===== src/rtl/lpc_regs.svh =====
`ifndef LPC_REGS_SVH
`define LPC_REGS_SVH
// ------------------------------------------------------------
// Register map
// ------------------------------------------------------------
`define LPC_IDX_LED_CONTROL   8'h18
`define LPC_IDX_PHY_CONTROL   8'h19
`define LPC_ADDR_LED_CONTROL  10'h060
`define LPC_ADDR_PHY_CONTROL  10'h064
`define LPC_LED_RESET         16'h0400
`define LPC_PHY_RESET         16'h8000
// ------------------------------------------------------------
// Field positions
// ------------------------------------------------------------
`define LPC_LED_RATE_HI       10
`define LPC_LED_RATE_LO       9
`define LPC_LED_RATE_RESET    2'h2
`define LPC_LED_POL_BIT       7
`define LPC_LED_FORCE_BIT     4
`define LPC_LED_LEVEL_BIT     1
`define LPC_LED_RW_MASK       16'h0692
`define LPC_PHY_AUTOX_BIT     15
`define LPC_PHY_FORCEX_BIT    14
`define LPC_PHY_PRX_BIT       13
`define LPC_PHY_PTX_BIT       12
`define LPC_PHY_LINK_BIT      11
`define LPC_PHY_BYPASS_BIT    7
`define LPC_PHY_CFG_BIT       5
`define LPC_PHY_RW_MASK       16'hC0A0
// ------------------------------------------------------------
// Blink half periods
// ------------------------------------------------------------
`define LPC_CLK_HZ            50000000
`define LPC_BLINK_MS_0        50
`define LPC_BLINK_MS_1        100
`define LPC_BLINK_MS_2        200
`define LPC_BLINK_MS_3        500
`define LPC_MS_TO_CYC(ms)     ((ms) * (`LPC_CLK_HZ / 1000))
`endif


===== src/rtl/lpc_pkg.sv =====
package lpc_pkg;
  typedef enum logic [1:0] {
    LPC_RATE_20HZ,
    LPC_RATE_10HZ,
    LPC_RATE_5HZ,
    LPC_RATE_2HZ
  } lpc_rate_t;
endpackage


===== src/rtl/lpc_blinker.sv =====
`timescale 1ns/1ps
`include "lpc_regs.svh"
module lpc_blinker
  import lpc_pkg::*;
(
  input  wire logic      clk_i,
  input  wire logic      rst_i,
  input  wire lpc_rate_t rate_i,
  output logic           blink_o
);
  localparam logic [24:0] HALF_0 = 25'(`LPC_MS_TO_CYC(`LPC_BLINK_MS_0));
  localparam logic [24:0] HALF_1 = 25'(`LPC_MS_TO_CYC(`LPC_BLINK_MS_1));
  localparam logic [24:0] HALF_2 = 25'(`LPC_MS_TO_CYC(`LPC_BLINK_MS_2));
  localparam logic [24:0] HALF_3 = 25'(`LPC_MS_TO_CYC(`LPC_BLINK_MS_3));

  logic [24:0] cnt;
  logic [24:0] next_cnt;
  logic        next_blink;
  logic [24:0] limit;

  always_comb begin
    unique case (rate_i)
      LPC_RATE_20HZ: limit = HALF_0;
      LPC_RATE_10HZ: limit = HALF_1;
      LPC_RATE_5HZ:  limit = HALF_2;
      LPC_RATE_2HZ:  limit = HALF_3;
    endcase
    next_cnt   = cnt + 25'h000_0001;
    next_blink = blink_o;
    // Comparing with >= lets a slower-to-faster rate change end the phase at once.
    if (next_cnt >= limit) begin
      next_cnt   = 25'h000_0000;
      next_blink = ~blink_o;
    end
  end

  always_ff @(posedge clk_i) begin
    if (rst_i) begin
      cnt     <= 25'h000_0000;
      blink_o <= 1'b0;
    end else begin
      cnt     <= next_cnt;
      blink_o <= next_blink;
    end
  end
endmodule


===== src/rtl/lpc_regs_top.sv =====
// How it works
// - Blink-rate bits 10-9 reset to 2 and pick 50/100/200/500 ms phases.
// - Link-LED polarity bit 7: low in common mode, strap otherwise, writable.
// - Force bit 4 drives the level bit onto the link LED pin.
// - Level bit 1 is the forced pin value, used only while forcing.
// - Auto crossover bit 15 resets to 1 in common mode, else strap.
// - Forced crossover bit 14 swaps pairs; strap loads it when auto strapped off outside common mode, else it resets to 0.
// - Bit 13 is pause-receive resolution, full duplex only.
// - Bit 12 is pause-transmit resolution, full duplex only.
// - Bit 11 reads 1 only with negotiated 100 full-duplex link.
// - Control bit 7 bypasses LED stretching, showing the raw value.
// - Address bits 4-0 load from the address straps at reset.
//
// Chosen here: the Wishbone slave port.
`timescale 1ns/1ps
`include "lpc_regs.svh"
module lpc_regs_top
  import lpc_pkg::*;
(
  input  wire logic        clk_i,
  input  wire logic        rst_i,
  input  wire logic        wb_cyc_i,
  input  wire logic        wb_stb_i,
  input  wire logic        wb_we_i,
  input  wire logic [9:0]  wb_adr_i,
  input  wire logic [31:0] wb_dat_i,
  input  wire logic [3:0]  wb_sel_i,
  output logic [31:0]      wb_dat_o,
  output logic             wb_ack_o,
  input  wire logic        common_pinout_mode_i,
  input  wire logic        strap_led_pol_i,
  input  wire logic        strap_auto_x_i,
  input  wire logic        strap_force_x_i,
  input  wire logic [4:0]  strap_addr_i,
  input  wire logic [1:0]  local_ability_advert_i,
  input  wire logic [1:0]  partner_ability_i,
  input  wire logic        an_done_i,
  input  wire logic        an_full_duplex_i,
  input  wire logic        an_speed_100_i,
  input  wire logic        link_up_i,
  input  wire logic        link_raw_i,
  input  wire logic        link_stretched_i,
  input  wire logic        activity_i,
  output logic             link_led_pin_o,
  output logic             auto_pair_crossover_o,
  output logic             transmit_pair_swap_o,
  output logic             stretch_bypass_o,
  output logic [4:0]       mgmt_addr_o
);
  // ------------------------------------------------------------
  // Register state
  // ------------------------------------------------------------
  logic [15:0] led_control;
  logic [15:0] next_led_control;
  logic [15:0] phy_control;
  logic [15:0] next_phy_control;
  logic [2:0]  status;
  logic [2:0]  next_status;
  logic        strap_load;
  logic [31:0] next_dat;
  logic        next_ack;
  logic        next_pin;
  logic        blink;
  logic        sel_led;
  logic        sel_phy;
  logic [15:0] wmask;
  logic        fd_ok;
  logic        rx_pause;
  logic        tx_pause;

  lpc_blinker u_blink (
    .clk_i   (clk_i),
    .rst_i   (rst_i),
    .rate_i  (lpc_rate_t'(led_control[`LPC_LED_RATE_HI:`LPC_LED_RATE_LO])),
    .blink_o (blink)
  );

  // ------------------------------------------------------------
  // Register bus and straps
  // ------------------------------------------------------------
  // Strap levels are caught on the first clock after reset release, never under reset.
  always_comb begin
    sel_led = wb_adr_i == `LPC_ADDR_LED_CONTROL;
    sel_phy = wb_adr_i == `LPC_ADDR_PHY_CONTROL;
    wmask   = {{8{wb_sel_i[1]}}, {8{wb_sel_i[0]}}};
    next_led_control = led_control;
    next_phy_control = phy_control;
    next_ack = wb_cyc_i && wb_stb_i && !wb_ack_o;
    next_dat = 32'h0000_0000;
    if (strap_load) begin
      next_led_control[`LPC_LED_POL_BIT] = common_pinout_mode_i ? 1'b0
                                                                : strap_led_pol_i;
      next_phy_control[`LPC_PHY_AUTOX_BIT] = common_pinout_mode_i ? 1'b1
                                                                  : strap_auto_x_i;
      next_phy_control[`LPC_PHY_FORCEX_BIT] = !common_pinout_mode_i && !strap_auto_x_i
                                              && strap_force_x_i;
      next_phy_control[4:0] = strap_addr_i;
    end else if (next_ack && wb_we_i) begin
      // Only writable bits change; the address field and reserved bits hold.
      if (sel_led) begin
        next_led_control = (led_control & ~(wmask & `LPC_LED_RW_MASK))
                         | (wb_dat_i[15:0] & wmask & `LPC_LED_RW_MASK);
      end
      if (sel_phy) begin
        next_phy_control = (phy_control & ~(wmask & `LPC_PHY_RW_MASK))
                         | (wb_dat_i[15:0] & wmask & `LPC_PHY_RW_MASK);
      end
    end
    if (next_ack && !wb_we_i) begin
      if (sel_led) begin
        next_dat = {16'h0000, led_control};
      end else if (sel_phy) begin
        next_dat = {16'h0000, phy_control[15:14], status, phy_control[10:0]};
      end
    end
  end

  // ------------------------------------------------------------
  // Negotiated status and LED pin
  // ------------------------------------------------------------
  // Bit 1 of each pair is asymmetric pause, bit 0 symmetric pause.
  always_comb begin
    fd_ok = an_done_i && an_full_duplex_i;
    rx_pause = fd_ok && ((local_ability_advert_i[0] && partner_ability_i[0])
             || (local_ability_advert_i == 2'h3 && partner_ability_i == 2'h2));
    tx_pause = fd_ok && ((local_ability_advert_i[0] && partner_ability_i[0])
             || (local_ability_advert_i == 2'h2 && partner_ability_i == 2'h3));
    next_status = {rx_pause, tx_pause,
                   fd_ok && an_speed_100_i && link_up_i};
    next_pin = phy_control[`LPC_PHY_BYPASS_BIT] ? link_raw_i : link_stretched_i;
    // Activity blinks the lit link LED at the chosen rate.
    next_pin = next_pin && !(activity_i && blink);
    next_pin = next_pin ~^ led_control[`LPC_LED_POL_BIT];
    if (led_control[`LPC_LED_FORCE_BIT]) begin
      next_pin = led_control[`LPC_LED_LEVEL_BIT];
    end
  end

  always_ff @(posedge clk_i) begin
    if (rst_i) begin
      led_control           <= `LPC_LED_RESET;
      phy_control           <= `LPC_PHY_RESET;
      status                <= 3'h0;
      strap_load            <= 1'b1;
      wb_ack_o              <= 1'b0;
      wb_dat_o              <= 32'h0000_0000;
      link_led_pin_o        <= 1'b0;
      auto_pair_crossover_o <= 1'b1;
      transmit_pair_swap_o  <= 1'b0;
      stretch_bypass_o      <= 1'b0;
      mgmt_addr_o           <= 5'h00;
    end else begin
      led_control           <= next_led_control;
      phy_control           <= next_phy_control;
      status                <= next_status;
      strap_load            <= 1'b0;
      wb_ack_o              <= next_ack;
      wb_dat_o              <= next_dat;
      link_led_pin_o        <= next_pin;
      auto_pair_crossover_o <= next_phy_control[`LPC_PHY_AUTOX_BIT];
      transmit_pair_swap_o  <= next_phy_control[`LPC_PHY_FORCEX_BIT];
      stretch_bypass_o      <= next_phy_control[`LPC_PHY_BYPASS_BIT];
      mgmt_addr_o           <= next_phy_control[4:0];
    end
  end
endmodule


===== config.mk =====
export PLATFORM = sky130hd
export DESIGN_NAME = lpc_regs_top
export DESIGN_NICKNAME = d
export VERILOG_FILES = /design/src/rtl/lpc_pkg.sv /design/src/rtl/lpc_blinker.sv /design/src/rtl/lpc_regs_top.sv
export VERILOG_INCLUDE_DIRS = /design/src /design/src/rtl
export SDC_FILE = /design/constraint.sdc
export NUM_CORES = 1
export LEC_CHECK = 0
export BUFFER_PORTS_ARGS = -buffer_cell sky130_fd_sc_hd__buf_2
export CAP_MARGIN = 40
export CORE_MARGIN = 2
export CORE_UTILIZATION = 54
export DETAILED_ROUTE_END_ITERATION = 8
export HOLD_SLACK_MARGIN = 0.03
export PLACE_DENSITY = 0.85
export SLEW_MARGIN = 0
export SYNTH_ARGS = -nofsm -noshare
export SYNTH_HDL_FRONTEND = slang
export SYNTH_HIERARCHICAL = 1
export SYNTH_SLANG_ARGS = --single-unit

===== constraint.sdc =====
create_clock -name clk_i -period 6.8 [get_ports clk_i]
set_clock_uncertainty 0.05 [all_clocks]
set_input_delay 0 -clock clk_i [delete_from_list [all_inputs] [get_ports clk_i]]
set_output_delay 0 -clock clk_i [all_outputs]
set_load 0.1 [all_outputs]

==> insert_results.sql <==
INSERT INTO impl_metrics (metric_group, metric, value, unit) VALUES
('routing', 'wirelength', '8.67', 'mm'),
('clocking', 'post_cts_resize_count', '0', ''),
('synth', 'synthArstFlopShare', '0', '%'),
('sta', 'grt_setup_unrepaired', 'false', ''),
('floorplanning', 'dieHeight', '81.7', 'µm'),
('global_routing', 'grt_pass1_wl', '14.0', 'mm'),
('global_routing', 'largest_net_degree_at_the_start_of_global_routing', '24', ''),
('clocking', 'h-tree-depth', '3', ''),
('critical_path', 'setup.worst_path.class', 'reg2reg', ''),
('power', 'ir_drop', '0.178', 'mV'),
('global_routing', 'grt_pass1_vias', '3072', ''),
('routing', 'drt_pre_antenna_iters', '4', ''),
('layout', 'antenna_cells', '0', ''),
('synth', 'largest_family_of_logic_cells_by_synthesized_area', 'simple AND/OR/NAND/NOR gates', ''),
('critical_path', 'cp.arrival', '4.30', 'ns'),
('sta', 'final_period_minus_worst_setup_slack', '4.11', 'ns'),
('floorplanning', 'placeableCoreArea', '5890', 'µm²'),
('floorplanning', 'dieWidth', '81.7', 'µm'),
('layout', 'area.growth.synth_to_final', '28.5', '%'),
('sta', 'fmaxAchievable', '0.243', 'GHz'),
('clocking', 'bufs_on_longest_clock_path', '2', ''),
('routing', 'antenna_violating_nets_post_route', '0', ''),
('layout', 'final_nets', '555', ''),
('sta', 'fin_crit_sh', '60.5', '%'),
('synth', 'synth_compound_gate_area_share', '7.48', '%'),
('sta', 'report.final.slew_viol_count', '0', ''),
('clocking', 'tritoncts', 'yes', ''),
('clocking', 'cts_buffers', '9', ''),
('job', 'max_cap_viol_count', '0', ''),
('synth', 'post_synth_inst_count', '351', ''),
('sta', 'worst_slew_margin', '42.1', '%'),
('synth', 'synth_adder_area_share', '9.59', '%'),
('global_routing', 'grt_overflow_total', '0', ''),
('synth', 'synth_cell_types', '52', ''),
('critical_path', 'critical_path.startpoint_type', 'flip-flop', ''),
('synth', 'synth-edff-count', '0', ''),
('place', 'place_hpwl', '4.93', 'mm'),
('sta', 'setup_viol', '0', ''),
('layout', 'share_of_post_route_cells_with_drive_strength_above_1', '24.6', '%'),
('routing', 'drc_errors', '0', ''),
('hold_path', 'hold_path_class', 'in2reg', ''),
('synth', 'synthesis.area_per_instance', '9.30', 'µm²'),
('global_routing', 'grt_antenna_before_repair', '0', ''),
('synth', 'synth.ff_latch_count', '60', ''),
('synth', 'yosys.area_share.simple', '28.0', '%'),
('synth', 'dominantRegCellSynth', 'dfxtp_1', ''),
('synth', 'yosys.area.top_type', 'dfxtp_1', ''),
('clocking', 'clock_tree.root_cell', 'clkbuf_8', ''),
('floorplanning', 'floorplan.rows', '28', ''),
('sta', 'final_hold_viol_count', '0', ''),
('synth', 'synth_sequential_area_ratio', '36.8', '%'),
('floorplanning', 'initial_cell_density_of_the_core', '55.4', '%'),
('place', 'dp_cells', '481', ''),
('floorplanning', 'num_io_pins', '113', ''),
('synth', 'leading_cell_types_by_total_area_after_synthesis', 'dfxtp_1, ha_1, buf_4, nor2b_2, nor2_1', ''),
('sta', 'tns', '0', 'ns'),
('synth', 'synth_area', '3260', 'µm²'),
('power', 'power_leakage', '0.00191', 'µW'),
('place', 'finalWeightedCongestion', '0.889', ''),
('synth', 'synth_mux_area_share', '2.84', '%'),
('critical_path', 'worstSetupEndpointType', 'flip-flop', ''),
('run_status', 'status', 'finished, final reports clean', ''),
('synth', 'post_synth_xor_area_fraction', '6.71', '%'),
('routing', 'detailroute.via_count', '2968', ''),
('routing', 'drt_iter0_markers', '165', ''),
('power', 'powerDensity', '205', 'nW/µm²'),
('layout', 'post_layout_nonfiller_instances', '538', ''),
('place', 'number_of_port_buffers', '68', ''),
('global_routing', 'globalRouteTotalUtil', '27.7', '%'),
('critical_path', 'timing.critical_path.required', '6.98', 'ns'),
('critical_path', 'timing.critical_path.fanout_max', '16', ''),
('synth', 'ys_top_cells_by_count', 'dfxtp_1, nor2_1, ha_1', ''),
('clocking', 'cts_sinks', '60', ''),
('floorplanning', 'die-area', '6680', 'µm²'),
('synth', 'most_numerous_cell_in_the_yosys_netlist', 'dfxtp_1', ''),
('synth', 'synth_warnings', '6', ''),
('routing', 'detail_route.vias_per_cell', '5.52', ''),
('sta', 'timing_worst_slew_pin_value', '0.865', 'ns'),
('power', 'total_power', '858', 'µW'),
('layout', 'fillerInstances', '406', ''),
('routing', 'route.detailed.wl_per_inst', '16.1', 'µm'),
('synth', 'post-synth-top-area-fraction', '36.8', '%'),
('clocking', 'clk-insertion-delay-late', '0.35', 'ns'),
('clocking', 'clk_transition_reported_paths', '0.07', 'ns');
## where the power goes
part           leakage, µW  total (µW)  switching [µW]  internal [µW]
Combinational      0.00132         125            92.1           33.1
Sequential        0.000486         364            6.85            357
Clock             0.000111         369             145            224
Total              0.00191         858             244            614
## cells in the final DEF, fill, tap and decap left out, types with 3 or more instances in the layout
cell | synthesis | routed
nand4_1 | 9 | 9
mux2i_1 | 7 | 7
buf_2 | 1 | 68
or3_1 | 3 | 3
nor3b_1 | 3 | 3
nand2_1 | 19 | 19
dfxtp_1 | 60 | 60
nor2_1 | 31 | 31
nor3_1 | 3 | 3
xnor2_1 | 12 | 12
nor2b_1 | 5 | 5
nand3b_1 | 4 | 4
a21oi_1 | 17 | 17
conb_1 | 1 | 18
nor2b_2 | 15 | 15
xor2_1 | 13 | 13
o21ai_0 | 11 | 11
nand2b_1 | 4 | 4
nand3_1 | 13 | 13
and2_1 | 12 | 12
clkbuf_8 | 0 | 11
inv_1 | 14 | 14
nand4b_1 | 4 | 4
nor3_2 | 3 | 3
and3_1 | 4 | 4
dlygate4sd3_1 | 0 | 42
ha_1 | 25 | 25
a22o_1 | 3 | 3
## worst max-delay path: stages (launching register included)
cell,delay (ns)
dfxtp_1,0.41
ha_1,0.34
inv_1,0.11
nor3_4,0.31
nand4_2,0.21
nor3_2,0.21
xor2_1,0.11
ha_1,0.32
nand4_1,0.16
nor2_1,0.18
nand4_1,0.16
a2111oi_2,0.39
or3_1,0.72
buf_6,0.26
nor2_1,0.05
## per-layer routing
| metal | GRT usage (%) | vias up | part of all wire (%) |
|---|---|---|---|
| met1 | 29.2 | 1403 | 37 |
| met3 | 7.58 | 36 | 6.7 |
| li1 | - | 1384 | - |
| met5 | 0 | - | 0 |
| met4 | 15.2 | 0 | 3.3 |
| met2 | 49.5 | 145 | 53 |
## final cells by class
| type | count | area [µm²] | share of cell area, % |
|---|---|---|---|
| clock inverter | 4 | 72.6 | 1.73 |
| inverter | 14 | 52.6 | 1.25 |
| multi-input combinational | 263 | 1850 | 44.1 |
| sequential | 60 | 1200 | 28.6 |
| timing repair buffer | 111 | 772 | 18.4 |
| clock buffer | 11 | 151 | 3.61 |
| tap | 75 | 93.8 | 2.24 |
## cells by family after synthesis
| logic type | Yosys count |
|---|---|
| AOI/OAI and AO/OA | 40 |
| xor gates and xnor gates | 25 |
| adders and majority gates | 25 |
| buffers and inverters | 45 |
| DFF | 60 |
| muxes | 9 |
| other | 1 |
| and+or+nand+nor | 146 |
## registers in the layout (all words and copies together), names as in the netlist, named ones only
register	count
wb_ack_o	1
phy_control	2
u_blink/blink_o	1
mgmt_addr_o	4
auto_pair_crossover_o	1
strap_load	1
wb_dat_o	14
led_control	1
status	3
link_led_pin_o	1
u_blink/cnt	25
## worst paths after layout
check            startpoint              to  slack [ns]  cells after the start
max          u_blink/cnt[0]  u_blink/cnt[0]        2.69                     14
min             wb_adr_i[0]       flip-flop        0.11                      5
max reg2reg  u_blink/cnt[0]  u_blink/cnt[0]        2.69                     14
min reg2reg       status[1]    wb_dat_o[12]        0.38                      1
## what timing repair did
item / in CTS / in global routing
hold endpoints to repair: 24 / 0
setup buffers: 0 / 0
hold buffers: 42 / 0
## per-stage QoR
stage	utilization, %	instance area [µm²]	worst slack, ns	hold WS [ns]
2_1_floorplan	-	3330	3.73	-0.0223
3_3_place_gp	60.1	3540	2.79	0.179
3_5_place_dp	60.3	3550	2.77	0.190
4_1_cts	71.2	4190	2.74	0.0580
5_1_grt	71.2	4190	2.35	0.124
6_report	71.2	4190	2.69	0.115
(Power assumes the default switching activity.)
